$ cat config.mk
export PLATFORM = sky130hd
export DESIGN_NAME = gated_counter
export DESIGN_NICKNAME = d
export VERILOG_FILES = /design/src/design/counter_pkg.sv /design/src/design/gated_counter.sv
export SDC_FILE = /design/constraint.sdc
export NUM_CORES = 1
export LEC_CHECK = 0
export ABC_AREA = 1
export BUFFER_PORTS_ARGS = -buffer_cell sky130_fd_sc_hd__buf_4
export CELL_PAD_IN_SITES_DETAIL_PLACEMENT = 1
export CELL_PAD_IN_SITES_GLOBAL_PLACEMENT = 2
export CORE_MARGIN = 4
export CORE_UTILIZATION = 33
export DETAILED_ROUTE_END_ITERATION = 8
export GPL_ROUTABILITY_DRIVEN = 1
export PLACE_DENSITY_LB_ADDON = 0.05
export SLEW_MARGIN = 40
export SYNTH_ARGS = -nofsm -noshare
export SYNTH_HDL_FRONTEND = slang
export SYNTH_SLANG_ARGS = --single-unit
$ cat constraint.sdc
create_clock -name mclk_i -period 25.6 [get_ports mclk_i]
set_clock_uncertainty 0.15 [all_clocks]
set_input_delay 2.56 -clock mclk_i [delete_from_list [all_inputs] [get_ports mclk_i]]
set_output_delay 2.56 -clock mclk_i [all_outputs]
set_load 0.005 [all_outputs]
$ cat src/design/counter_pkg.sv
// Constants for the gated counter channel: register map, fields, resets and timing.
package counter_pkg;
  localparam int         ADDR_W          = 4;
  localparam int         DATA_W          = 32;
  // Register offsets (word addresses on the plain register port).
  localparam logic [3:0] REG_CTRL        = 4'h0;
  localparam logic [3:0] REG_CFG         = 4'h1;
  localparam logic [3:0] REG_CMP         = 4'h2;
  localparam logic [3:0] REG_COUNT       = 4'h3;
  localparam logic [3:0] REG_LATCH       = 4'h4;
  localparam logic [3:0] REG_STATUS      = 4'h5;
  localparam logic [3:0] REG_EVENT       = 4'h6;
  // Control register fields.
  localparam int         CTRL_SOFT_GATE  = 0;
  localparam int         CTRL_CMP_EN     = 1;
  localparam int         CTRL_PLAIN_OUT  = 2;
  // Configuration register fields.
  localparam int         CFG_FREQ_LSB    = 0;
  localparam int         CFG_LFREQ_LSB   = 2;
  localparam int         CFG_EVAL_LSB    = 4;
  localparam int         CFG_PIN_COUNT_GATE     = 6;
  localparam int         CFG_DIR_INV     = 7;
  localparam int         CFG_CHAR_LSB    = 8;
  localparam int         CFG_IRQ_OPEN    = 10;
  localparam int         CFG_IRQ_CLOSE   = 11;
  localparam int         CFG_IRQ_CMP     = 12;
  localparam int         CFG_IRQ_OFLW    = 13;
  localparam int         CFG_IRQ_UFLW    = 14;
  localparam int         CFG_HYST_LSB    = 16;
  localparam int         CFG_DUR_LSB     = 24;
  localparam logic [31:0] CFG_RESET      = 32'h0000_0000;
  // Status bits.
  localparam int         ST_GATE         = 0;
  localparam int         ST_PIN_GATE     = 1;
  localparam int         ST_LATCH        = 2;
  localparam int         ST_OUT          = 3;
  localparam int         ST_CMP_HIT      = 4;
  localparam int         ST_UP           = 5;
  localparam int         ST_DOWN         = 6;
  // Event bits.
  localparam int         EV_OPEN         = 0;
  localparam int         EV_CLOSE        = 1;
  localparam int         EV_CMP          = 2;
  localparam int         EV_OFLW         = 3;
  localparam int         EV_UFLW         = 4;
  // Timing.
  localparam int         CLK_HZ          = 200_000_000;
  localparam int         TICK_US_NUM     = 1024;
  // One time unit of 1.024 ms: cycles per microsecond times 1024 microseconds.
  localparam int         TICK_CYC        = CLK_HZ / 1_000_000 * TICK_US_NUM;
  localparam int         F10K_HZ         = 10_000;
  localparam int         F5K_HZ          = 5_000;
  localparam int         F2K_HZ          = 2_000;
  localparam int         F1K_HZ          = 1_000;
  // Filter rejects pulses shorter than half the period of the maximum rate.
  localparam int         FLT10_CYC       = CLK_HZ / (2 * F10K_HZ);
  localparam int         FLT5_CYC        = CLK_HZ / (2 * F5K_HZ);
  localparam int         FLT2_CYC        = CLK_HZ / (2 * F2K_HZ);
  localparam int         FLT1_CYC        = CLK_HZ / (2 * F1K_HZ);
  localparam int         HYST_MAX        = 255;
  localparam int         DUR_MAX         = 510;
  typedef enum logic [1:0] {EVAL_PULSE = 2'h0, EVAL_X1 = 2'h1, EVAL_X2 = 2'h2,
                            EVAL_X4 = 2'h3} eval_t;
  typedef enum logic [1:0] {CH_NONE = 2'h0, CH_GE = 2'h1, CH_LE = 2'h2,
                            CH_PULSE = 2'h3} char_t;
  typedef enum logic [2:0] {PS_IDLE = 3'b001, PS_HOLD = 3'b010,
                            PS_DONE = 3'b100} pulse_t;
endpackage

$ cat src/design/gated_counter.sv
// Gated counter channel with filtered inputs, comparator output and event flags.
//
// How it works
// RULE_01: Hysteresis 0..255 around compare value; 0 or 1 means off, default 0.
// RULE_02: Count and pin gate inputs filtered to 10, 5, 2 or 1 kHz.
// RULE_03: Latch input filtered separately to 10, 5, 2 or 1 kHz.
// RULE_04: Evaluation: pulse/direction, or quadrature single, double, quadruple edges.
// RULE_05: Hardware gating on uses software and pin gate; off uses software only.
// RULE_06: Direction inversion flips the direction input sense; off by default.
// RULE_07: Output and compare flag follow none, at-or-above, at-or-below or pulse mode.
// RULE_08: Pulse mode holds output duration times 1.024 ms; even 0..510 only.
// RULE_09: Event on pin gate opening while the software gate is open.
// RULE_10: Event on pin gate closing while the software gate is open.
// RULE_11: Event when count reaches the compare value.
// RULE_12: Compare event suppressed when output characteristic is no comparison.
// RULE_13: Event when count passes the upper count limit.
// RULE_14: Event when count passes the lower count limit.
// RULE_15: Software starts and stops counting with the soft gate bit.
// RULE_16: Software enables comparator control or drives output as plain output.
// RULE_17: Count and latched value are readable at any time.
// RULE_18: Register reads and writes from software are always carried out.
// RULE_19: Internal gate combines pin and software gates; pin term ignored if off.
// RULE_20: Pin gate opens on rising and closes on falling edge.
// RULE_21: Pulse mode with zero duration holds output while compare holds.
// RULE_22: Rising latch edge captures the count into the latch register.
// RULE_23: With hysteresis the output holds until count leaves the hysteresis band.
// RULE_24: Filters reject pulses shorter than half the maximum-rate period.
//
// The address-and-strobe port and the address map were left to the implementer.
`timescale 1ns/1ps
module gated_counter
  import counter_pkg::*;
#(
  // Cycles per 1.024 ms unit; a bench may shorten it to keep runs brief.
  parameter int TICK_CYC_P = counter_pkg::TICK_CYC
)
(
  // Clock and reset
  input  wire logic                          mclk_i,
  input  wire logic                          reset_i,
  // Field inputs
  input  wire logic                          track_a_i,
  input  wire logic                          track_b_i,
  input  wire logic                          pin_gate_i,
  input  wire logic                          latch_i,
  // Register port
  input  wire logic [counter_pkg::ADDR_W-1:0] addr_i,
  input  wire logic [counter_pkg::DATA_W-1:0] wdata_i,
  input  wire logic                          wr_i,
  input  wire logic                          rd_i,
  output logic      [counter_pkg::DATA_W-1:0] rdata_o,
  // Field output and event flags
  output logic                              count_out_o,
  output logic                              event_o
);
  import counter_pkg::*;

  logic [3:0] sync1_q, sync2_q;
  logic [3:0] flt_q;
  logic [3:0] flt_prev_q;
  logic [16:0] fcnt_q [4];
  logic [16:0] fcnt_d [4];
  logic [3:0] flt_d;
  logic [31:0] ctrl_q, ctrl_d, cfg_q, cfg_d, cmp_q, cmp_d;
  logic signed [31:0] count_q, count_d, latch_q, latch_d;
  logic [DATA_W-1:0] rdata_d;
  logic [4:0] ev_q, ev_d;
  logic out_q, out_d, hit_q, hit_d, up_q, up_d, dn_q, dn_d;
  logic [17:0] tick_q, tick_d;
  logic [8:0] dur_q, dur_d;
  pulse_t ps_q, ps_d;

  logic [16:0] lim_main, lim_latch;
  logic signed [32:0] hyst_s;
  logic a, b, g, l, a_r, b_r, g_r, l_r, a_p, b_p;
  logic soft_gate_bit, gate_en, step, up;
  logic signed [32:0] next_cnt;
  logic signed [32:0] diff;
  logic [7:0] hyst;
  logic ge_c, le_c, eq_c, cmp_raw, oflw, uflw;
  char_t ch;
  eval_t ev_mode;

  // The 1 kHz limit needs 17 bits at this clock.
  function automatic logic [16:0] lim_of(input logic [1:0] sel);
    case (sel)
      2'h0:    lim_of = 17'(FLT10_CYC);
      2'h1:    lim_of = 17'(FLT5_CYC);
      2'h2:    lim_of = 17'(FLT2_CYC);
      default: lim_of = 17'(FLT1_CYC);
    endcase
  endfunction

  assign lim_main  = lim_of(cfg_q[CFG_FREQ_LSB +: 2]);  // [RULE_02]
  assign lim_latch = lim_of(cfg_q[CFG_LFREQ_LSB +: 2]); // [RULE_03]

  // A level change is accepted only after it has stood for the limit count.
  always_comb
  begin
    for (int i = 0; i < 4; i++)
    begin
      fcnt_d[i] = 17'h00000;
      flt_d[i]  = flt_q[i];
      if (sync2_q[i] != flt_q[i])
      begin
        fcnt_d[i] = fcnt_q[i] + 17'h00001;
        if (fcnt_q[i] + 17'h00001 >= ((i == 3) ? lim_latch : lim_main)) // [RULE_24]
        begin
          flt_d[i]  = sync2_q[i];
          fcnt_d[i] = 17'h00000;
        end
      end
    end
  end

  always_ff @(posedge mclk_i or posedge reset_i)
  begin
    if (reset_i)
    begin
      sync1_q    <= 4'h0;
      sync2_q    <= 4'h0;
      flt_q      <= 4'h0;
      flt_prev_q <= 4'h0;
      for (int i = 0; i < 4; i++)
        fcnt_q[i] <= 17'h00000;
    end
    else
    begin
      sync1_q    <= {latch_i, pin_gate_i, track_b_i, track_a_i};
      sync2_q    <= sync1_q;
      flt_q      <= flt_d;
      flt_prev_q <= flt_q;
      for (int i = 0; i < 4; i++)
        fcnt_q[i] <= fcnt_d[i];
    end
  end

  assign {l, g, b, a}         = flt_q;
  assign {l_r, g_r, b_r, a_r} = flt_q & ~flt_prev_q;
  assign a_p = flt_prev_q[0];
  assign b_p = flt_prev_q[1];
  assign soft_gate_bit = ctrl_q[CTRL_SOFT_GATE]; // [RULE_15]
  // Pin gate level is its edge-opened state: rises open, falls close.
  assign gate_en = soft_gate_bit & (~cfg_q[CFG_PIN_COUNT_GATE] | g); // [RULE_05] [RULE_19] [RULE_20]
  assign ev_mode = eval_t'(cfg_q[CFG_EVAL_LSB +: 2]);
  assign ch      = char_t'(cfg_q[CFG_CHAR_LSB +: 2]);
  assign hyst    = cfg_q[CFG_HYST_LSB +: 8];
  // Signed copy so the band compares correctly on both sides of zero.
  assign hyst_s  = $signed({25'h0000000, hyst});

  // Edge decoding of the count inputs.
  always_comb
  begin
    step = 1'b0;
    up   = 1'b1;
    case (ev_mode) // [RULE_04]
      EVAL_PULSE:
      begin
        step = a_r;
        up   = ~(b ^ cfg_q[CFG_DIR_INV]); // [RULE_06]
      end
      EVAL_X1:
      begin
        step = (a & ~a_p & ~b) | (~a & a_p & ~b);
        up   = a;
      end
      EVAL_X2:
      begin
        step = a ^ a_p;
        up   = a ^ b;
      end
      default:
      begin
        step = (a ^ a_p) | (b ^ b_p);
        up   = (a ^ a_p) ? (a ^ b) : ~(a ^ b);
      end
    endcase
    if (ev_mode != EVAL_PULSE)
      up = up ^ cfg_q[CFG_DIR_INV]; // [RULE_06]
  end

  assign next_cnt = up ? 33'(count_q) + 33'sd1 : 33'(count_q) - 33'sd1;
  assign oflw = step & gate_en & up & (count_q == 32'sh7FFF_FFFF);
  assign uflw = step & gate_en & ~up & (count_q == 32'sh8000_0000);
  assign diff = 33'(count_q) - 33'($signed(cmp_q));
  assign eq_c = count_q == $signed(cmp_q);
  // Hysteresis widens the switching point once the output is set.
  always_comb
  begin
    ge_c = diff >= 33'sd0;
    le_c = diff <= 33'sd0;
    if (hyst > 8'h01 && out_q) // [RULE_01] [RULE_23]
    begin
      ge_c = diff >= -hyst_s;
      le_c = diff <= hyst_s;
    end
    case (ch) // [RULE_07]
      CH_GE:   cmp_raw = ge_c;
      CH_LE:   cmp_raw = le_c;
      CH_PULSE: cmp_raw = eq_c;
      default: cmp_raw = 1'b0;
    endcase
  end

  // Counter, latch, pulse timer and comparator output.
  always_comb
  begin
    count_d = count_q;
    latch_d = latch_q;
    up_d    = up_q;
    dn_d    = dn_q;
    tick_d  = tick_q;
    dur_d   = dur_q;
    ps_d    = ps_q;
    out_d   = out_q;
    hit_d   = hit_q;
    if (step && gate_en)
    begin
      count_d = next_cnt[31:0];
      up_d    = up;
      dn_d    = ~up;
    end
    if (l_r)
      latch_d = count_q; // [RULE_22]
    case (ps_q)
      PS_IDLE:
      begin
        if (ch == CH_PULSE && eq_c && dur_q != 9'h000)
        begin
          ps_d   = PS_HOLD;
          tick_d = 18'h00000;
          dur_d  = 9'h000;
        end
      end
      PS_HOLD:
      begin
        tick_d = tick_q + 18'h00001;
        if (tick_q == 18'(TICK_CYC_P - 1))
        begin
          tick_d = 18'h00000;
          dur_d  = dur_q + 9'h001;
          if (dur_q + 9'h001 >= {cfg_q[CFG_DUR_LSB +: 8], 1'b0}) // [RULE_08]
            ps_d = PS_DONE;
        end
      end
      PS_DONE:
        if (!eq_c)
          ps_d = PS_IDLE;
      default: ps_d = PS_IDLE;
    endcase
    if (ch == CH_PULSE && ps_d == PS_IDLE)
      dur_d = {cfg_q[CFG_DUR_LSB +: 8], 1'b0}; // [RULE_08]
    if (!ctrl_q[CTRL_CMP_EN])
      out_d = ctrl_q[CTRL_PLAIN_OUT]; // [RULE_16]
    else if (ch == CH_PULSE && cfg_q[CFG_DUR_LSB +: 8] == 8'h00)
      out_d = eq_c; // [RULE_21]
    else if (ch == CH_PULSE)
      out_d = ps_q == PS_HOLD;
    else
      out_d = cmp_raw; // [RULE_07]
    hit_d = (ch != CH_NONE) & cmp_raw;
  end

  always_ff @(posedge mclk_i or posedge reset_i)
  begin
    if (reset_i)
    begin
      count_q <= 32'sh0000_0000;
      latch_q <= 32'sh0000_0000;
      up_q    <= 1'b0;
      dn_q    <= 1'b0;
      tick_q  <= 18'h00000;
      dur_q   <= 9'h000;
      ps_q    <= PS_IDLE;
      out_q   <= 1'b0;
      hit_q   <= 1'b0;
    end
    else
    begin
      count_q <= (wr_i && addr_i == REG_COUNT) ? $signed(wdata_i) : count_d; // [RULE_18]
      latch_q <= latch_d;
      up_q    <= up_d;
      dn_q    <= dn_d;
      tick_q  <= tick_d;
      dur_q   <= dur_d;
      ps_q    <= ps_d;
      out_q   <= out_d;
      hit_q   <= hit_d;
    end
  end

  // Sticky events; a new event in the clearing cycle wins over the clear.
  always_comb
  begin
    ev_d = ev_q;
    if (wr_i && addr_i == REG_EVENT)
      ev_d = ev_q & ~wdata_i[4:0];
    if (cfg_q[CFG_IRQ_OPEN] && g_r && soft_gate_bit)
      ev_d[EV_OPEN] = 1'b1; // [RULE_09]
    if (cfg_q[CFG_IRQ_CLOSE] && !g && flt_prev_q[2] && soft_gate_bit)
      ev_d[EV_CLOSE] = 1'b1; // [RULE_10]
    if (cfg_q[CFG_IRQ_CMP] && ch != CH_NONE && hit_d && !hit_q)
      ev_d[EV_CMP] = 1'b1; // [RULE_11] [RULE_12]
    if (cfg_q[CFG_IRQ_OFLW] && oflw)
      ev_d[EV_OFLW] = 1'b1; // [RULE_13]
    if (cfg_q[CFG_IRQ_UFLW] && uflw)
      ev_d[EV_UFLW] = 1'b1; // [RULE_14]
  end

  // Register port.
  always_comb
  begin
    ctrl_d  = ctrl_q;
    cfg_d   = cfg_q;
    cmp_d   = cmp_q;
    rdata_d = '0;
    if (wr_i) // [RULE_18]
    begin
      case (addr_i)
        REG_CTRL: ctrl_d = {29'h0, wdata_i[2:0]};
        REG_CFG:  cfg_d  = {wdata_i[31:16], 1'b0, wdata_i[14:0]};
        REG_CMP:  cmp_d  = wdata_i;
        default:  ctrl_d = ctrl_q;
      endcase
    end
    if (rd_i)
    begin
      case (addr_i)
        REG_CTRL:   rdata_d = ctrl_q;
        REG_CFG:    rdata_d = cfg_q;
        REG_CMP:    rdata_d = cmp_q;
        REG_COUNT:  rdata_d = count_q; // [RULE_17]
        REG_LATCH:  rdata_d = latch_q; // [RULE_17]
        REG_STATUS: rdata_d = {25'h0, dn_q, up_q, hit_q, out_q, l, g, gate_en};
        REG_EVENT:  rdata_d = {27'h0, ev_q};
        default:    rdata_d = '0;
      endcase
    end
  end

  always_ff @(posedge mclk_i or posedge reset_i)
  begin
    if (reset_i)
    begin
      ctrl_q      <= 32'h0000_0000;
      cfg_q       <= CFG_RESET;
      cmp_q       <= 32'h0000_0000;
      ev_q        <= 5'h00;
      rdata_o     <= 32'h0000_0000;
      count_out_o <= 1'b0;
      event_o     <= 1'b0;
    end
    else
    begin
      ctrl_q      <= ctrl_d;
      cfg_q       <= cfg_d;
      cmp_q       <= cmp_d;
      ev_q        <= ev_d;
      rdata_o     <= rdata_d;
      count_out_o <= out_d;
      event_o     <= |ev_d;
    end
  end

  a_gate_blocks_count: assert property (@(posedge mclk_i) disable iff (reset_i) // [RULE_05]
    !gate_en && !(wr_i && addr_i == REG_COUNT) |=> count_q == $past(count_q))
    else $error("count moved while gate closed");
  a_latch_capture: assert property (@(posedge mclk_i) disable iff (reset_i) // [RULE_22]
    l_r |=> latch_q == $past(count_q))
    else $error("latch did not capture count");
  a_plain_output: assert property (@(posedge mclk_i) disable iff (reset_i) // [RULE_16]
    !ctrl_q[CTRL_CMP_EN] |=> count_out_o == $past(ctrl_q[CTRL_PLAIN_OUT]))
    else $error("plain output not followed");
  a_cmp_suppress: assert property (@(posedge mclk_i) disable iff (reset_i) // [RULE_12]
    ch == CH_NONE && !ev_q[EV_CMP] && !(wr_i && addr_i == REG_EVENT) |=> !ev_q[EV_CMP])
    else $error("compare event without comparison mode");
  a_oflw_event: assert property (@(posedge mclk_i) disable iff (reset_i) // [RULE_13]
    oflw && cfg_q[CFG_IRQ_OFLW] |=> ev_q[EV_OFLW] && event_o)
    else $error("overflow event missing");
  a_open_event: assert property (@(posedge mclk_i) disable iff (reset_i) // [RULE_09]
    g_r && soft_gate_bit && cfg_q[CFG_IRQ_OPEN] |=> ev_q[EV_OPEN])
    else $error("gate open event missing");
  a_count_read: assert property (@(posedge mclk_i) disable iff (reset_i) // [RULE_17]
    rd_i && addr_i == REG_COUNT |=> rdata_o == $past(count_q))
    else $error("count read wrong");
  a_ge_output: assert property (@(posedge mclk_i) disable iff (reset_i) // [RULE_07]
    ctrl_q[CTRL_CMP_EN] && ch == CH_GE && hyst < 8'h02 |=> out_q == ($past(diff) >= 33'sd0))
    else $error("at-or-above output wrong");
endmodule

==> summary.txt <==
pwr dens -> 115.8 mW/mm^2
R2R Path End -> event_o$_DFF_PP0_
CP Class -> primary input to register
syn_nets -> 2870
Core Region -> 0.05913 mm^2
most frequent cell after synthesis -> nand2_1
R2R setup slack -> 20860 ps
Worst Tran Pin Value -> 847.5 ps
r2r startpoint -> count_q[0]$_DFFE_PP0P_
Skew-Pair Late Insertion Delay -> 570 ps
Starting Density -> 0.3346
CP Capture Type -> register
Worst path most repeated cell -> buf_4
relative slew slack -> 0.4329
total track usage -> 0.2291
Area Overhead vs Synth -> 13.77%
setup bufs post-CTS -> 0
worst vdd ir -> 0.07013 mV
mapped cell area -> 0.01979 mm^2
Hold Path Depth -> 0
Arrival @ worst endpoint -> 5250 ps
crit-path max FO -> 32
die width -> 252.9 um
post-cts resize count -> 0
pin count of the biggest net entering global routing -> 104
Seq/Total Area, Yosys -> 0.3618
Final Hold Slack -> 204.9 ps
number of distinct library cells after synthesis -> 61
Root Driver -> clkbuf_16
max incr delay on CP -> 500 ps
clock sink total -> 286
final period utilization -> 0.1950
Clock Path Buffers -> 3
number of global-route vias before repair -> 19460
Flop pwr share -> 0.233
Place WS -> 20070 ps
Vias -> 18160
die area -> 0.06394 mm^2
Synth Instances -> 2644
worst path cell trace -> buf_4 > nor2_1 > inv_1 > nor3_4 > buf_4 > nand2_1 > buf_4 > inv_1 > nor2_1 > inv_2 > a21oi_1 > o21ai_0 > o221ai_1
R2R depth -> 27
initial antenna violation count -> 0
sw power -> 1.296 mW
Gate power share -> 0.559
GRT overflow -> 0
Slew Viols, Final -> 0
cts bufs inserted -> 39
non-filler cells, final -> 3527
DR WL/cell -> 20.71 um
routability cong. -> 0.8905
minimum clock period -> 4993 ps
H-tree Lvls -> 2
FP Rows -> 89
status -> complete, no violations
DP HPWL -> 57310 um
DRT iter0 DRCs -> 909
cell internal pwr -> 1.310 mW
clock share of power -> 0.208
Leak -> 11.45 nW
die span in y -> 252.9 um
Synth area leader -> dfrtp_1
Buffers on Ports -> 77
Max Cap Viol -> 0
setup TNS -> 0 ps
number of remaining DRC errors -> 0
Post-Route WL -> 73030 um
top-area cell type share of the netlist area -> 0.3605
Synth top cells by count -> nand2_1 (597), inv_1 (459), dfrtp_1 (285)
yosys warns -> 0
synthesized flop and latch total -> 286
CTS tree -> built
asr flop ratio synth -> 1.000
DR vias/cell -> 5.150
Routed Antenna Nets -> 0
diode count -> 0
Synth area leaders -> dfrtp_1 (36%), ha_1 (11%), nand2_1 (11%)
CP required -> 25860 ps
placed cell count -> 3462
Syn Area/Cell -> 7.483 um^2
startpoint types -> primary input
final hold violations -> 0
first-pass GRT wire length -> 115000 um
net total in the final layout -> 2956
finished layout cell area -> 0.02251 mm^2
WHS Endpoint -> sync2_q[3]$_DFF_PP0_
final setup vio count -> 0
Post-DP Area -> 0.02126 mm^2
clock-pin slew on the worst setup and hold paths -> 60 ps
PnR worst setup slack -> 20610 ps
hold-fix buffers at CTS -> 0
CP max-delay cell -> inv_2
RSZ-0062 raised after global routing -> no
IO Pins -> 78
Hold/Removal Path Class -> register to register
commonest register cell after synthesis -> dfrtp_1
Sw Share -> 0.4974
DR pass1 iterations -> 5
number of synthesized flops with an enable pin -> 0
min-delay src -> sync1_q[3]$_DFF_PP0_
Peak Freq -> 0.2003 GHz
layout cells sized above 1 -> 0.07044
-- cell usage in the layout (no fill, tap or decap), drive strengths merged, types with 33 or more instances in the layout --
cell type,n
nand2,599
inv,467
dfrtp,285
nor2,267
o21ai,183
ha,180
nand3,112
a21oi,111
buf,93
xor2,67
nand4,63
clkbuf,54
o221ai,39
nor3,35
o22ai,33
-- flip-flops by register name (all words and copies together), names as in the netlist, 3 cells and up --
name	cells
ev_q	5
tick_q	18
dur_q	9
flt_q	4
flt_prev_q	4
fcnt_q	68
ps_q	3
cmp_q	32
ctrl_q	3
latch_q	32
rdata_o	32
sync2_q	4
sync1_q	4
count_q	32
cfg_q	31
-- how the worst max path moves through the flow --
stage,startpoint,endpoint,depth (start not counted)
2_1_floorplan,reset_i,cfg_q[0]$_DFFE_PP0P_,1
3_3_place_gp,addr_i[3],count_q[17]$_DFFE_PP0P_,13
3_5_place_dp,addr_i[3],count_q[17]$_DFFE_PP0P_,13
4_1_cts,addr_i[3],count_q[17]$_DFFE_PP0P_,13
5_1_grt,count_q[0]$_DFFE_PP0P_,event_o$_DFF_PP0_,27
6_report,addr_i[3],count_q[17]$_DFFE_PP0P_,13
-- stage by stage --
stage	power, mW	utilization
5_1_grt	2.835	0.3807
4_1_cts	2.631	0.3805
3_5_place_dp	2.070	0.3596
3_3_place_gp	2.045	0.3594
2_1_floorplan	1.562	-
6_report	2.606	0.3807
-- critical path, delay by kind of cell --
| family | cells | cell delay [ps] |
|---|---|---|
| AND/OR/NAND/NOR | 4 | 680 |
| buffers and inverters | 6 | 1620 |
| AO/OA/AOI/OAI | 3 | 340 |
-- cell type report --
class,instances,area [um^2]
fill,7288,36620
multi-input combinational,1845,10680
sequential,286,7158
inverter,465,1758
clock buffer,54,1105
tap,773,967.2
timing repair buffer,93,705.7
clock inverter,11,132.6
-- layer usage --
metal  global-route usage  vias to the layer above  routed length [um]
met5                    0                        -                   0
met4              0.05500                        0                1692
met3              0.02321                       89                1867
met2               0.4045                      247               35610
met1               0.3030                     8959               33860
li1                     -                     8868                   -
-- logic make-up after synthesis --
| family | Yosys count | share of synthesized area |
|---|---|---|
| flip-flops | 286 | 0.3618 |
| AND/OR/NAND/NOR | 1115 | 0.2427 |
| buffers and inverters | 513 | 0.09935 |
| adder cells (fa/ha/maj) | 182 | 0.1159 |
| AO/OA/AOI/OAI | 451 | 0.1370 |
| XOR/XNOR | 97 | 0.04332 |
-- power groups by stage --
stage          Clock [mW]  Sequential [mW]  Combinational (mW)
6_report            0.542            0.607                1.46
5_1_grt             0.577            0.616                1.64
4_1_cts             0.557            0.608                1.47
3_5_place_dp            0            0.615                1.45
3_3_place_gp            0            0.613                1.43
2_1_floorplan           0            0.571               0.991
Power figures use the tool's default switching activity.
